<file path="src/rtl/ewgs_regs.vh">
// Constants for the data EEPROM write guard and status block.
// Assumes inclusion by the design files under rtl/.
`ifndef EWGS_REGS_VH
`define EWGS_REGS_VH

// ----------------------------------------------------------------
// Register addresses
// ----------------------------------------------------------------
`define EWGS_ADDR_CTRL_STATUS 8'he4
`define EWGS_ADDR_DATA_IN     8'hf6
`define EWGS_CTRL_RESET       8'h00

// ----------------------------------------------------------------
// Status field positions
// ----------------------------------------------------------------
`define EWGS_BIT_FAULT        0
`define EWGS_BIT_SECVIOL      1
`define EWGS_BIT_ACCBLOCK     4
`define EWGS_BIT_WRENABLE     6
`define EWGS_BIT_BUSY         7
`define EWGS_FAIL_MASK        8'h0f

// ----------------------------------------------------------------
// Command bytes
// ----------------------------------------------------------------
`define EWGS_CMD_LOAD         8'h00
`define EWGS_CMD_UNLOCK       8'h08
`define EWGS_CMD_MAP          8'h09
`define EWGS_CMD_UNMAP        8'h0a
`define EWGS_CMD_LOCK         8'h0b
`define EWGS_CMD_CHECKSUM     8'h1d
`define EWGS_CMD_PAGE_ERASE   8'h33
`define EWGS_CMD_PROGRAM      8'h48
`define EWGS_CMD_ERASE_PROG   8'h68
`define EWGS_CMD_GLOBAL_ERASE 8'h4a
`define EWGS_WE_KEY           8'h96
`define EWGS_BLANK_BYTE       8'hff

// ----------------------------------------------------------------
// Guard bit positions in a page security byte, the code protect byte and the user config byte
// ----------------------------------------------------------------
`define EWGS_SEC_OFFCHIP_READ 0
`define EWGS_SEC_PAGE_WRITE   1
`define EWGS_SEC_RUN_ERASE    2
`define EWGS_CODE_PROTECT_BYTE_PROTECT     0
`define EWGS_USER_CONFIG_BYTE_FORCE_WE    2

`endif

</file>
<file path="src/rtl/ewgs_page_guard.v">
// Guard decode for one data EEPROM page.
// Assumes the security byte is stable configuration.
`timescale 1ns/1ps
`include "ewgs_regs.vh"

module ewgs_page_guard (
  // Page security byte
  input  wire [7:0] pageSecurity,
  // Decoded guards
  output wire       offchipReadGuard,
  output wire       pageWriteGuard,
  output wire       runEraseGuard,
  output wire       checksumBlocked
);

  assign offchipReadGuard = pageSecurity[`EWGS_SEC_OFFCHIP_READ];
  assign pageWriteGuard   = pageSecurity[`EWGS_SEC_PAGE_WRITE];
  assign runEraseGuard    = pageSecurity[`EWGS_SEC_RUN_ERASE];
  assign checksumBlocked  = offchipReadGuard & ~pageWriteGuard;

endmodule // ewgs_page_guard

</file>
<file path="src/rtl/ewgs_write_guard.v">
// Status, write enable lock and page guard checking for data EEPROM.
// Assumes a single-cycle SFR write/read port on the core clock.
`timescale 1ns/1ps
`include "ewgs_regs.vh"

module ewgs_write_guard #(
  parameter PAGES = 3
) (
  // Clock and reset
  input  wire                 clk,
  input  wire                 rst,
  // SFR port
  input  wire [7:0]           sfrAddr,
  input  wire                 sfrWrite,
  input  wire [7:0]           sfrWData,
  output wire [7:0]           sfrRData,
  // Address register page select
  input  wire [1:0]           pageSelect,
  // Configuration bytes
  input  wire [7:0]           userConfigByte,
  input  wire [7:0]           codeProtectByte,
  input  wire [8*PAGES-1:0]   dataPageSecurity,
  // Mode and array status
  input  wire                 inCircuitProgrammingMode,
  input  wire                 resetInterruptedOp,
  input  wire                 highVoltageError,
  input  wire                 arrayAccess,
  input  wire                 arrayDone,
  // Code-space reads
  input  wire                 offchipFetch,
  input  wire [7:0]           arrayReadData,
  output wire [7:0]           codeReadData,
  // Array control
  output reg                  arrayStart,
  output reg  [7:0]           arrayCommand,
  output wire                 cpuStall
);

  // ----------------------------------------------------------------
  // Input synchronisers
  // ----------------------------------------------------------------
  reg [2:0] syncStage1_reg;
  reg [2:0] syncStage2_reg;

  always @(posedge clk or posedge rst) begin
    if (rst) begin
      syncStage1_reg <= 3'h0;
      syncStage2_reg <= 3'h0;
    end else begin
      syncStage1_reg <= {inCircuitProgrammingMode, highVoltageError, resetInterruptedOp};
      syncStage2_reg <= syncStage1_reg;
    end
  end

  wire icpMode   = syncStage2_reg[2];
  wire hvError   = syncStage2_reg[1];
  wire resetLost = syncStage2_reg[0];

  // ----------------------------------------------------------------
  // Per-page guard decode
  // ----------------------------------------------------------------
  wire [PAGES-1:0] readGuardVec;
  wire [PAGES-1:0] writeGuardVec;
  wire [PAGES-1:0] eraseGuardVec;
  wire [PAGES-1:0] checksumBlockVec;

  genvar g;
  generate
    for (g = 0; g < PAGES; g = g + 1) begin : gPage
      ewgs_page_guard uGuard (
        .pageSecurity     (dataPageSecurity[8*g +: 8]),
        .offchipReadGuard (readGuardVec[g]),
        .pageWriteGuard   (writeGuardVec[g]),
        .runEraseGuard    (eraseGuardVec[g]),
        .checksumBlocked  (checksumBlockVec[g])
      );
    end
  endgenerate

  wire pageValid    = ({30'h0, pageSelect} < PAGES);
  wire selReadG     = pageValid & readGuardVec[pageSelect];
  wire selWriteG    = pageValid & writeGuardVec[pageSelect];
  wire selEraseG    = pageValid & eraseGuardVec[pageSelect];
  wire selChecksumB = pageValid & checksumBlockVec[pageSelect];
  wire anyReadG     = |readGuardVec;

  // ----------------------------------------------------------------
  // Register state
  // ----------------------------------------------------------------
  reg  faultFlag_reg;
  reg  secViolFlag_reg;
  reg  accessBlockFlag_reg;
  reg  writeEnableFlag_reg;
  reg  busyFlag_reg;
  reg  unlockArmed_reg;

  reg  faultFlag_next;
  reg  secViolFlag_next;
  reg  accessBlockFlag_next;
  reg  writeEnableFlag_next;
  reg  busyFlag_next;
  reg  unlockArmed_next;
  reg  startArray;
  reg  violation;

  wire cmdWrite  = sfrWrite & (sfrAddr == `EWGS_ADDR_CTRL_STATUS);
  wire dataWrite = sfrWrite & (sfrAddr == `EWGS_ADDR_DATA_IN);
  wire forceWe   = userConfigByte[`EWGS_USER_CONFIG_BYTE_FORCE_WE] | icpMode;
  wire weEff     = writeEnableFlag_reg | forceWe;
  wire codeProt  = codeProtectByte[`EWGS_CODE_PROTECT_BYTE_PROTECT];

  // ----------------------------------------------------------------
  // Command decode and flag update
  // ----------------------------------------------------------------
  always @* begin
    faultFlag_next       = faultFlag_reg;
    secViolFlag_next     = secViolFlag_reg;
    accessBlockFlag_next = accessBlockFlag_reg;
    writeEnableFlag_next = writeEnableFlag_reg;
    busyFlag_next        = busyFlag_reg;
    unlockArmed_next     = unlockArmed_reg;
    startArray           = 1'b0;
    violation            = 1'b0;
    if (busyFlag_reg && arrayDone) begin
      busyFlag_next = 1'b0;
    end
    if (cmdWrite && !busyFlag_reg) begin
      faultFlag_next   = 1'b0;
      secViolFlag_next = 1'b0;
      unlockArmed_next = 1'b0;
      case (sfrWData)
        `EWGS_CMD_UNLOCK: begin
          unlockArmed_next = 1'b1;
        end
        `EWGS_CMD_LOCK: begin
          writeEnableFlag_next = 1'b0;
        end
        `EWGS_CMD_MAP: begin
          accessBlockFlag_next = 1'b1;
        end
        `EWGS_CMD_UNMAP: begin
          accessBlockFlag_next = 1'b0;
        end
        `EWGS_CMD_PROGRAM, `EWGS_CMD_ERASE_PROG: begin
          violation  = codeProt | selWriteG;
          startArray = ~violation & (icpMode | weEff);
        end
        `EWGS_CMD_GLOBAL_ERASE: begin
          violation  = anyReadG;
          startArray = ~violation & (icpMode | weEff);
        end
        `EWGS_CMD_PAGE_ERASE: begin
          violation  = selEraseG & ~icpMode;
          startArray = ~violation & (icpMode | weEff);
        end
        `EWGS_CMD_CHECKSUM: begin
          violation  = selChecksumB;
          startArray = ~violation;
        end
        default: begin
        end
      endcase
      secViolFlag_next = violation;
      if (startArray) begin
        busyFlag_next = 1'b1;
      end
    end else if (dataWrite) begin
      if (unlockArmed_reg && sfrWData == `EWGS_WE_KEY) begin
        writeEnableFlag_next = 1'b1;
      end
      unlockArmed_next = 1'b0;
    end
    if (arrayAccess && accessBlockFlag_reg) begin
      faultFlag_next = 1'b1;
    end
    if (resetLost || hvError) begin
      faultFlag_next = 1'b1;
    end
    if (forceWe) begin
      writeEnableFlag_next = 1'b1;
    end
  end

  always @(posedge clk or posedge rst) begin
    if (rst) begin
      faultFlag_reg       <= 1'b0;
      secViolFlag_reg     <= 1'b0;
      accessBlockFlag_reg <= 1'b0;
      writeEnableFlag_reg <= 1'b0;
      busyFlag_reg        <= 1'b0;
      unlockArmed_reg     <= 1'b0;
      arrayStart          <= 1'b0;
      arrayCommand        <= `EWGS_CTRL_RESET;
    end else begin
      faultFlag_reg       <= faultFlag_next;
      secViolFlag_reg     <= secViolFlag_next;
      accessBlockFlag_reg <= accessBlockFlag_next;
      writeEnableFlag_reg <= writeEnableFlag_next;
      busyFlag_reg        <= busyFlag_next;
      unlockArmed_reg     <= unlockArmed_next;
      arrayStart          <= startArray;
      if (startArray) begin
        arrayCommand <= sfrWData;
      end
    end
  end

  // ----------------------------------------------------------------
  // Outputs
  // ----------------------------------------------------------------
  reg [7:0] statusByte;

  always @* begin
    statusByte                       = 8'h00;
    statusByte[`EWGS_BIT_FAULT]    = faultFlag_reg;
    statusByte[`EWGS_BIT_SECVIOL]  = secViolFlag_reg;
    statusByte[`EWGS_BIT_ACCBLOCK] = accessBlockFlag_reg;
    statusByte[`EWGS_BIT_WRENABLE] = writeEnableFlag_reg;
    statusByte[`EWGS_BIT_BUSY]     = busyFlag_reg;
  end

  assign sfrRData     = (sfrAddr == `EWGS_ADDR_CTRL_STATUS) ? statusByte : 8'h00;
  assign cpuStall     = busyFlag_reg & ~icpMode;
  assign codeReadData = (offchipFetch && selReadG) ? `EWGS_BLANK_BYTE : arrayReadData;

endmodule // ewgs_write_guard

</file>
<file path="config.mk">
export PLATFORM = sky130hd
export DESIGN_NAME = ewgs_write_guard
export DESIGN_NICKNAME = d
export VERILOG_FILES = /design/src/rtl/ewgs_page_guard.v /design/src/rtl/ewgs_write_guard.v
export VERILOG_INCLUDE_DIRS = /design/src /design/src/rtl
export SDC_FILE = /design/constraint.sdc
export NUM_CORES = 1
export LEC_CHECK = 0
export ABC_AREA = 1
export CAP_MARGIN = 20
export CORE_UTILIZATION = 45
export DETAILED_ROUTE_END_ITERATION = 10
export DONT_BUFFER_PORTS = 1
export PLACE_DENSITY = 0.64
export SYNTH_ARGS = -nofsm -noshare
export SYNTH_HDL_FRONTEND = slang
export SYNTH_SLANG_ARGS = --single-unit
</file>
<file path="constraint.sdc">
create_clock -name clk -period 1.7 [get_ports clk]
set_clock_uncertainty 0.15 [all_clocks]
set_input_delay 0.34 -clock clk [delete_from_list [all_inputs] [get_ports clk]]
set_output_delay 0.34 -clock clk [all_outputs]
set_load 0.01 [all_outputs]
</file>
Yosys cells after proc, flatten, opt, wreduce, memory -nomap -nowiden:

Index checks and enable logic that the tools add are counted.

* flip-flop bits (word level): 21
* input port bits: 75
* output and inout bits: 26
* logic and storage cells: 96

* magnitude comparators: 2
* equality and inequality tests: 13
* multiplexer cells: 29
* bitwise logic cells: 26
* reductions and logical operators: 16

Operators by type and width (number)
* $eq A8 B4 Y1 const B: 4
* $eq A8 B7 Y1 const B: 3
* $eq A8 B8 Y1 const B: 3
* $mux W1: 20
* $mux W8: 2
* $and A1 B1 Y1: 14
* $reduce_bool A3 Y1: 3
* $bmux W1 S2: 4
* $eq A8 B5 Y1 const B: 1
* $eq A8 B6 Y1 const B: 1
* $not A1 Y1: 8
* $pmux W1 S4: 2
* $logic_and A1 B1 Y1: 5
* $or A1 B1 Y1: 4
* $reduce_bool A2 Y1: 2
* $lt A2 B3 Y1 const B: 1
* $ne A3 B2 Y1 const B: 1
* $reduce_and A3 Y1: 1
* $reduce_or A3 Y1: 1
* $lt A2 B2 Y1 const B: 1
* $pmux W1 S2: 1
* $reduce_and A2 Y1: 1
* $reduce_or A2 Y1: 1
* $logic_not A1 Y1: 1
* $logic_or A1 B1 Y1: 1

Logic depth before layout (Yosys ltp):

Gate-level depths: netlist (run 1).

* depth in word-level cells: 10
* depth in mapped cells: 12
* depth with buffers taken out: 12

Modules after synthesis:

Synthesis (run 1) repeated with hierarchy kept, for this count alone.

* cells, all modules: 209
* area total of the unflattened synthesis: 1420.1 um2

Modules (own cells, without submodules)
* ewgs_write_guard: instances 1, cells each 194, area an instance 1322.5 um2, sequential area each 525.5 um2
* ewgs_page_guard: instances 3, cells each 5, area an instance 32.5 um2, sequential area each 0.0 um2

Worst setup path before layout (run 1):

Ideal clock, no wire load.

* path kind: input -> register
* start: input sfrAddr[0]
* end: register arrayCommand[0]
* library setup time: 0.118 ns
* arrival: 1.254 ns
* required time: 1.432 ns
* path slack: 0.178 ns
* stages on the path: 10
* path buffers: 0
* cells stage by stage: nor2_1 nand2_1 inv_2 nand4_4 inv_1 nand3_1 nor2_4 nand2_4 nand2_1 nand2_1

* cells in the longest elaborated chain, start to end: 4

RTL lines
* from (decl): line ewgs_write_guard.v:13 `input wire [7:0] sfrAddr,`
* $eq A8 B8 Y1 (no source line)
* $and A1 B1 Y1: line ewgs_write_guard.v:106 `` wire cmdWrite = sfrWrite & (sfrAddr == `EWGS_ADDR_CTRL_STATUS); ``
* $logic_and A1 B1 Y1: line ewgs_write_guard.v:127 `if (cmdWrite && !busyFlag_reg) begin`
* $mux W1: line ewgs_write_guard.v:127
* to (signal assigned): line ewgs_write_guard.v:193 `` arrayCommand <= `EWGS_CTRL_RESET; ``
* to (signal assigned): line ewgs_write_guard.v:203 `arrayCommand <= sfrWData;`
* to (decl): line ewgs_write_guard.v:35 `output reg [7:0] arrayCommand,`

Every way passes these cells.
A chain may end at the register's enable or synchronous reset.

Worst setup path in the final report (run 1):

* start: input sfrAddr[0]
* end: output sfrRData[7]

* cells in the longest elaborated chain, start to end: 2

RTL lines
* $eq A8 B8 Y1 (no source line)
* $mux W8: line ewgs_write_guard.v:222 `` assign sfrRData = (sfrAddr == `EWGS_ADDR_CTRL_STATUS) ? statusByte : 8'h00; ``
* to (decl): line ewgs_write_guard.v:16 `output wire [7:0] sfrRData,`

Every way passes these cells.

==> results by group, run 1 <==
STA
  – FMAX: 670.5 MHz
  – Final Cycle Share: just under 90%
  – Min Clock Period, post-route: 1.492 ns
  – RSZ-0062 raised after global routing: false
  – Slew Viols, Final: 0
  – Setup tns final: 0 ns
  – Number of setup violations in the final report: 0
  – Final Hold Fails: 0

Logic synthesis
  – Synth area leader: dfrtp_1
  – Post-synth cell types: 27
  – Sequential fraction of the synthesis area: 39.44%
  – Synth warn: 0
  – Mapped cell area: 1333 um^2
  – Share of the synthesized area in the top cell type: 39.44%
  – Cells after synthesis: 195
  – Top post-synthesis cells by area: dfrtp_1, nand2_1, inv_1
  – Flops & latches, synth: 21
  – Syn_area_per_cell: 6.833 um^2

Die
  – Die Wd: ~56 um
  – Rows: 19
  – Die H: between 50 and 60 um
  – Top-level port count: 101
  – Starting Density: 47.91%
  – Core area: 2781 um^2
  – Die area: 3183 um^2

Placement
  – Cells after DPL: approximately 230
  – Routability Congestion: 0.8116
  – DP HPWL: 2464 um
  – Port bufs: 0

Global route
  – Global-route wire length before repair: 5037 um
  – Vias in the first global route: 1208
  – Total track usage: 19.55%
  – Gr ovfl total: 0
  – Initial antenna violation count: 0
  – Largest net degree at the start of global routing: 22

Setup path
  – CP bufs+invs: 2
  – Critical-path top delay cell: nor2_1
  – Critical path class: in -> out
  – Worst Path Max Fanout: 5
  – Delay-heaviest family, CP: simple AND/OR/NAND/NOR gates
  – Critical Path Start Type: input port
  – Critical Path Sink Type: primary output
  – Worst endpoint required time: roughly 1.2 ns
  – Most used cell, CP: nor2_1
  – CP Data Arrival Time: 1.00 ns
  – Max incr delay on CP: 0.18 ns
  – Crit-path cells: nor2_1 -> nand2_1 -> inv_2 -> nand4_4 -> buf_4 -> nor2_1

Route
  – Routed vias: 1244
  – Post-route ant nets: 0
  – Drt total wl: between 2000 and 3000 um
  – Mean number of vias per cell: 5.249
  – DR DRC count: 0
  – First-pass DRT Iterations: 4
  – Initial detailed-routing violation count: 46
  – Avg WL per Cell: about 13 um

Clocking
  – CTS Buf Count: 3
  – Setup Fix Bufs, Post-CTS: 0
  – Clock transition at path regs: approximately 0.12 ns
  – Worst-Skew Late Latency: 0.30 ns
  – CTS tree: yes
  – Clk root buf: clkbuf_4
  – Max clock buf depth: 2
  – Clock Sink Count: 21
  – H-Tree Level Count: 1

Cells and area
  – Layout cells sized above 1: 11.17%
  – Syn-to-layout area delta: 9.765%
  – Nets: 282
  – Flip-flop count of the largest register after layout: 8
  – ANT cells: 0
  – Fillers: 275
  – Fin cells: approximately 240

Power
  – Static leakage: around 0.86 nW
  – Pwr dens: 591.9 nW/um^2
  – VDD IR max: around 0.66 mV

Outcome
  – Status: completed

Flow run
  – Max-cap viol count: 0

Min path
  – Class of the worst hold path: in -> reg
-- Yosys cell counts (all sizes together) --
master	n
a21oi	1
conb	1
a21boi	1
o211ai	2
nor3	4
inv	39
clkinv	1
nand4	2
nand2	65
nand3	22
buf	3
o221ai	1
o21ai	5
dfrtp	21
nor4	3
nor2	23
o31ai	1
-- logic make-up (layout without fill, tap and decap cells) --
family | Yosys count | after routing | synth area share (%)
AO/OA/AOI/OAI | 11 | 11 | 5.446
buffers and inverters | 43 | 52 | 12.96
flip-flops | 21 | 21 | 39.44
other | 1 | 3 | 0.2814
AND/OR/NAND/NOR | 119 | 119 | 41.88
-- worst paths after layout --
check | to | depth (start not counted) | slack (ns) | from
worst min-delay path | arrayCommand[1] | 2 | 0.01 | sfrWData[1]
max in group asynchronous | busyFlag_reg | 3 | 0.85 | rst
worst max register to register | busyFlag_reg | 8 | 0.22 | syncStage2_reg[2]
worst min register to register | syncStage2_reg[0] | 0 | 0.21 | syncStage1_reg[0]
worst max-delay path | sfrRData[7] | 6 | 0.21 | sfrAddr[0]
min in group asynchronous | arrayCommand[7] | 3 | 0.34 | rst
-- timing repair --
item / CTS / global route
endpoints found under the hold margin: 25 / 0
endpoints found under the setup margin: 0 / 2
gates resized for setup: 0 / 1
hold buffers: 5 / 0
-- worst reg2reg max path, cell delays in order (launching register included) --
cell and delay (ns):
dfrtp_1 0.42, nor2_1 0.15, nand2_1 0.07, nand2_1 0.06, nand2_1 0.06, o21ai_2 0.15, nand2_4 0.10, nand2_4 0.13
o21ai_1 0.09
-- through the flow --
stage / cell area, um^2 / power (mW) / utilization (%) / hold WS [ns] / worst slack (ns)
6_report: 1463 / 0.8658 / 52.59 / 0.01177 / 0.2085
5_1_grt: 1463 / 0.9119 / 52.59 / 0.004575 / 0.09439
4_1_cts: 1459 / 0.8746 / 52.45 / 0.005063 / 0.09255
3_5_place_dp: 1379 / 0.6239 / 49.57 / 0.1313 / 0.02416
3_3_place_gp: 1379 / 0.6202 / 49.57 / 0.1192 / 0.06488
2_1_floorplan: 1340 / 0.6106 / - / 0.1665 / 0.1779
-- power by group --
| group | leakage [nW] | switching, mW | internal, mW | total [mW] |
|---|---|---|---|---|
| registers | 0.259 | 0.00282 | 0.507 | 0.509 |
| logic | 0.591 | 0.0770 | 0.0369 | 0.114 |
| clock network | 0.0139 | 0.153 | 0.0897 | 0.243 |
-- cells in the final DEF (no fill, tap or decap) --
cell type	count
o21ai_0	2
nor4_1	2
nor2_1	19
nand2_1	61
inv_1	36
nand3_1	22
nand4_1	1
nand2_4	2
o21ai_2	2
nor3_2	1
dfrtp_1	21
nor3_1	3
buf_4	3
a21oi_1	1
o221ai_1	1
dlygate4sd3_1	5
o21ai_1	1
nor4_2	1
nor2_4	2
clkbuf_4	3
nand4_4	1
clkinv_1	1
o31ai_1	1
o211ai_1	2
conb_1	3
clkinvlp_4	1
nand2_2	2
a21boi_0	1
inv_2	3
nor2_2	2
-- routing by layer --
metal	track usage (%)	share of wire [%]	vias up
li1	-	-	616
met1	24.74	41	574
met2	33.16	50	54
met3	7.373	8.5	0
met4	1.742	0	0
met5	0	0	-
-- final cells by class --
cell class,instances,area [um^2],area share [%]
Multi-Input combinational cell,133,645.6,44.14
Sequential cell,21,525.5,35.93
Inverter,40,150.1,10.27
Timing Repair Buffer,8,72.57,4.962
Tap cell,31,38.79,2.652
Clock buffer,3,22.52,1.540
Clock inverter,1,7.507,0.5133
No activity file was read; power rests on OpenSTA's default activity.
==> run 2: changes to the inputs <==
clock period = 1.4 ns   (was 1.7 ns; I/O delays follow)
==> run 2 against run 1 <==
Net effect:
- hold slack improved by 0.0049 ns
- setup slack got worse by 0.25 ns
- combinational power rose by 63%
- routed wire length rose by 4.0%
- total power rose by 25%
- the run now ends with setup timing left
- first-iteration DRC count fell by 35%
- clock power rose by 16%
- critical endpoint is now busyFlag_reg
- core utilization rose by 9.5 points
- cell count rose by 11%
==> results by group, run 2 (synthesis results as in run 1) <==
Outcome
  – Status: finished, violations left
  – Failing checks: setup timing

Setup path
  – Max incr delay on CP: 0.44 ns (+0.26 ns)
  – Critical-path top delay cell: dfrtp_1
  – Worst Setup SP: syncStage2_reg[2]
  – Delay-heaviest family, CP: simple AND/OR/NAND/NOR gates
  – Worst Path Max Fanout: 9 (+4)
  – Critical path class: reg -> reg
  – CP Data Arrival Time: 1.49 ns (+0.49 ns)
  – Most used cell, CP: nand2_1
  – Worst endpoint required time: 1.45 ns (+0.24 ns)
  – Critical Path Start Type: register
  – Critical Path Sink Type: register
  – R2r startpoint: syncStage2_reg[2]
  – Crit-path cells: nor2_2 -> nand2_1 -> nand2_1 -> clkinv_1 -> o21ai_2 -> nand2_4 -> nand2_8 -> o21ai_1
  – CP bufs+invs: 1 (-1)

Placement
  – DP HPWL: 2502 um (+1.5%)
  – Worst slack, placed: -0.1569 ns (-0.1810 ns)
  – Placed inst area: 1536 um^2 (+11%)
  – Routability Congestion: 0.8269 (+1.9%)
  – Port bufs: 0 (unchanged)

STA
  – Final Hold Fails: 0 (unchanged)
  – Number of setup violations in the final report: 10 (+10)
  – RSZ-0062 raised after global routing: true
  – FMAX: around 690 MHz
  – Slew Viols, Final: 0 (unchanged)
  – Final Cycle Share: 103.1%
  – Min Clock Period, post-route: 1.443 ns
  – Setup ws final: -0.04289 ns (-0.2514 ns)

Die
  – Top-level port count: 101 (unchanged)
  – Die area: 3183 um^2 (unchanged)
  – Rows: 19 (unchanged)
  – Core area: 2781 um^2 (unchanged)
  – Starting Density: 47.91% (unchanged)
  – Die H: 56.42 um (unchanged)
  – Die Wd: 56.42 um (unchanged)

Power
  – Sequential share of power: 57.0% (-1.8 points)
  – Power share of the clock group: 25.9% (-2.1 points)
  – Internal: 0.8065 mW (+27%)
  – Static leakage: 0.9703 nW (+12%)
  – Pwr dens: 628.8 nW/um^2 (+6.2%)
  – VDD IR max: 0.8745 mV (+33%)
  – Sw Ratio: 25.71% (-1.2 points)
  – Combinational share of power: 17.1% (+3.9 points)
  – Psw: 0.2792 mW (+20%)

Global route
  – Total track usage: 21.14% (+1.6 points)
  – Vias in the first global route: 1326 (+9.8%)
  – Gr ovfl total: 0 (unchanged)
  – Global-route wire length before repair: 5313 um (+5.5%)
  – Largest net degree at the start of global routing: 22 (unchanged)
  – Initial antenna violation count: 0 (unchanged)

Clocking
  – H-Tree Level Count: 1 (unchanged)
  – Clock Sink Count: 21 (unchanged)
  – CTS tree: yes
  – Max clock buf depth: 2 (unchanged)
  – Clock transition at path regs: 0.11 ns (about the same)
  – CTS Buf Count: 3 (unchanged)
  – Clk root buf: clkbuf_4
  – Worst-Skew Late Latency: 0.30 ns (about the same)

Cells and area
  – Most frequent cells in the layout: nand2_1, inv_1, buf_4
  – Nets: 307 (+8.9%)
  – Flip-flop count of the largest register after layout: 8 (unchanged)
  – Layout cells sized above 1: 25.54% (+14 points)
  – Multi-input logic area: 708.2 um^2 (+9.7%)
  – ANT cells: 0 (unchanged)
  – Fillers: 257 (-6.5%)
  – Seq. cell area: 525.5 um^2 (unchanged)
  – Most common cell after layout, fill and taps aside: nand2_1
  – Finished Cell Area: 1727 um^2 (+18%)
  – Syn-to-layout area delta: 29.58%

Min path
  – HP Start: sfrWData[4]
  – Class of the worst hold path: in -> reg

Route
  – Avg WL per Cell: 11.76 um (-5.9%)
  – DR DRC count: 0 (unchanged)
  – Mean number of vias per cell: 4.996 (-4.8%)
  – Routed vias: 1309 (+5.2%)
  – First-pass DRT Iterations: 4 (unchanged)
  – Drt total wl: 3082 um (+4.0%)
  – Initial detailed-routing violation count: 30 (-35%)
  – Post-route ant nets: 0 (unchanged)

Flow run
  – Max-cap viol count: 0 (unchanged)
-- run 2: changes by cell type in the layout (fill, tap and decap cells not counted), moves of 2 or more --
cell,delta
buf_4,+19
nor2_1,-8
nor2_2,+8
dlygate4sd3_1,+6
nand2_1,-5
nand2_2,+4
inv_1,-3
inv_2,+2
-- run 2: repair_timing --
action,in CTS,in global routing
setup endpoints to repair,20,24
gates resized for setup,3,10
buffers inserted,0,1
cloned,0,0
hold buffers,11,0
pin swaps,1,4
endpoints found under the hold margin,31,0
-- run 2: path summary, 6_finish.rpt --
path | slack (ns) | end | depth (start not counted)
worst min-delay path | 0.02 | arrayCommand[0] | 2
worst min register to register | 0.20 | syncStage2_reg[2] | 0
min in group asynchronous | 0.29 | syncStage2_reg[1] | 3
max in group asynchronous | 0.60 | arrayCommand[3] | 3
worst max register to register | -0.04 | busyFlag_reg | 8
worst max-delay path | -0.04 | busyFlag_reg | 8
-- run 2: layout make-up --
class                      instances  share of cell area, %
sequential                        21                  30.43
inverter                          40                  8.841
multi-input combinational        133                  41.01
tap                               31                  2.246
timing repair buffer              33                  15.94
clock buffer                       4                  1.522
-- run 2: routing by layer --
layer	up-vias	global-route usage, %	share of wire (%)
met5	-	0	0
met4	0	5.923	0.88
met3	4	6.682	6.7
met2	59	37.07	49
met1	582	24.78	43
li1	664	-	-
-- run 2: power by group through the flow --
stage | clock network [mW] | logic, mW | registers (mW)
6_report | 0.281 | 0.186 | 0.619
5_1_grt | 0.306 | 0.209 | 0.620
4_1_cts | 0.290 | 0.181 | 0.619
3_5_place_dp | 0 | 0.154 | 0.631
3_3_place_gp | 0 | 0.151 | 0.630
2_1_floorplan | 0 | 0.116 | 0.629
-- run 2: per-stage QoR --
step                cells  total power, mW  hold slack, ns  setup TNS (ns)  util [%]
floorplan             197           0.7454          0.1065               0         -
global placement      246           0.7812         0.05694          -1.257     55.24
detailed placement    246           0.7852         0.06305          -1.964     55.24
CTS                   261            1.090        0.008329         -0.5522     60.68
global route          262            1.135        0.004629          -1.729     62.08
finish                262            1.086         0.01669         -0.3367     62.08
-- run 2: worst register-to-register path: cells and delay by family (launching register included) --
kind,cells,cell delay (ns)
buffers and inverters,1,0.07
DFF,1,0.44
AOI/OAI and AO/OA,2,0.15
and+or+nand+nor,5,0.53
==> run 3: changes to the inputs <==
CORE_MARGIN = 3   (was unset)
clock period = 1.6 ns   (was 1.4 ns; I/O delays follow)
==> run 3 against run 2 <==
Net effect:
- largest power group unchanged
- via count down 5.7%
- the flow now finishes without violations
- sequential share of layout area grew 3.2 points
- critical path type unchanged
- total power fell by 14%
- global-route usage down 3.0 points
- die area is 15% higher
- largest cell class unchanged
- final area shrank 9.6%
- critical endpoint is now arrayCommand[5]
- flip-flop and latch count is the same
==> results by group, run 3 (synthesis results as in run 1) <==
Outcome
  – Status: completed

Clocking
  – Clk root buf: clkbuf_4
  – CTS Buf Count: 3 (unchanged)
  – H-Tree Level Count: 1 (unchanged)
  – Setup Fix Bufs, Post-CTS: 0 (unchanged)
  – CTS tree: yes
  – Clock Sink Count: 21 (unchanged)
  – Clock transition at path regs: 0.12 ns (about the same)
  – Max clock buf depth: 2 (unchanged)
  – Worst-Skew Late Latency: 0.30 ns (about the same)

STA
  – Number of setup violations in the final report: 0 (-10)
  – Min Clock Period, post-route: 1.450 ns (+0.006877 ns)
  – Slew Viols, Final: 0 (unchanged)
  – Final Cycle Share: 90.61% (-12 points)
  – FMAX: 689.8 MHz (-0.47%)
  – RSZ-0062 raised after global routing: false
  – Setup tns final: 0 ns (+0.3367 ns)
  – Final Hold Fails: 0 (unchanged)

Setup path
  – Critical path class: reg -> reg
  – Crit-path cells: inv_1 -> nand3_1 -> nor2_4 -> buf_4 -> nand3_1 -> nand2_1
  – Critical Path Sink Type: register
  – Worst endpoint required time: 1.70 ns (+0.25 ns)
  – Max incr delay on CP: 0.41 ns (-0.03 ns)
  – Critical-path top delay cell: dfrtp_1
  – Most used cell, CP: nand3_1
  – Critical Path Start Type: register
  – CP Data Arrival Time: 1.55 ns (+0.06 ns)
  – Worst Path Max Fanout: 4 (-5)

Power
  – Overall Power: 0.9313 mW (-14%)
  – Pwr dens: 596.4 nW/um^2 (-5.1%)
  – VDD IR max: 0.8055 mV (-7.9%)
  – Static leakage: 0.8941 nW (-7.9%)

Die
  – Starting Density: 47.91% (unchanged)
  – Top-level port count: 101 (unchanged)
  – Rows: 19 (unchanged)
  – Core area: 2781 um^2 (unchanged)
  – Die H: 60.42 um (+7.1%)
  – Die area: 3650 um^2 (+15%)
  – Die Wd: 60.42 um (+7.1%)

Cells and area
  – Syn-to-layout area delta: 17.18%
  – Fillers: 287 (+12%)
  – Finished Cell Area: 1562 um^2 (-9.6%)
  – Most common cell after layout, fill and taps aside: nand2_1
  – Final Util: 56.14% (-5.9 points)
  – Most frequent cells in the layout: nand2_1, inv_1, nand3_1
  – Nets: 292 (-4.9%)
  – Flip-flop count of the largest register after layout: 8 (unchanged)
  – Layout cells sized above 1: 13.43% (-12 points)
  – ANT cells: 0 (unchanged)

Route
  – Avg WL per Cell: 12.76 um (+8.5%)
  – Initial detailed-routing violation count: 41 (+37%)
  – DR DRC count: 0 (unchanged)
  – Routed vias: 1234 (-5.7%)
  – Drt total wl: 3152 um (+2.3%)
  – First-pass DRT Iterations: 4 (unchanged)
  – Post-route ant nets: 0 (unchanged)
  – Mean number of vias per cell: 4.996 (about the same)

Placement
  – Placed inst area: 1416 um^2 (-7.8%)
  – Port bufs: 0 (unchanged)
  – DP HPWL: 2586 um (+3.4%)
  – Routability Congestion: 0.8236 (-0.40%)

Flow run
  – Max-cap viol count: 0 (unchanged)

Global route
  – Gr ovfl total: 0 (unchanged)
  – Vias in the first global route: 1175 (-11%)
  – Initial antenna violation count: 0 (unchanged)
  – Global-route wire length before repair: 5043 um (-5.1%)
  – Largest net degree at the start of global routing: 22 (unchanged)
  – Total track usage: 18.11% (-3.0 points)

Min path
  – Class of the worst hold path: in -> reg
[run 3: area by class of cell]
cell class	instances	area [um^2]	share of cell area (%)
inverter	40	150.1	9.615
clock inverter	1	7.507	0.4808
sequential	21	525.5	33.65
clock buffer	3	22.52	1.442
timing repair buffer	18	160.2	10.26
multi-input combinational	133	656.9	42.07
tap	31	38.79	2.484
[run 3: critical path: cells and delay by family (launching register included)]
kind	cells	cell delay [ns]
AND/OR/NAND/NOR	4	0.55
flip-flops	1	0.41
buffers and inverters	2	0.28
[run 3: path summary, 6_finish.rpt]
path | startpoint | endpoint | slack (ns) | cells after the start
setup / recovery | busyFlag_reg | arrayCommand[5] | 0.15 | 6
min in group asynchronous | rst | arrayCommand[7] | 0.32 | 3
max in group asynchronous | rst | syncStage1_reg[2] | 0.77 | 3
hold / removal | arrayAccess | faultFlag_reg | 0.01 | 2
setup reg to reg | busyFlag_reg | arrayCommand[5] | 0.15 | 6
hold reg to reg | syncStage1_reg[0] | syncStage2_reg[0] | 0.21 | 0
[run 3: timing repair]
action	CTS	global route
endpoints found under the setup margin	0	18
hold buffers	10	0
endpoints found under the hold margin	30	0
gates resized for setup	0	3
[run 3: metrics by stage]
stage          setup WS [ns]  hold WS (ns)  cells
2_1_floorplan        0.09795        0.1465    197
3_3_place_gp        0.005703       0.09903    233
3_5_place_dp        -0.02325        0.1129    233
4_1_cts              0.05374      0.003535    247
5_1_grt              0.01870      0.005301    247
6_report              0.1502       0.01193    247
[run 3: power by group]
| part | leakage, nW | switching (mW) | total [mW] | internal (mW) |
|---|---|---|---|---|
| logic | 0.621 | 0.0854 | 0.133 | 0.0479 |
| registers | 0.259 | 0.00316 | 0.541 | 0.538 |
| clock network | 0.0139 | 0.161 | 0.257 | 0.0952 |
| total | 0.894 | 0.250 | 0.931 | 0.681 |
[run 3: metal layers]
metal / share of wire [%] / global-route usage, % / vias up
li1: - / - / 636
met1: 42 / 23.83 / 547
met2: 49 / 30.09 / 46
met3: 9.1 / 5.106 / 5
met4: 0.79 / 3.715 / 0
met5: 0 / 0 / -
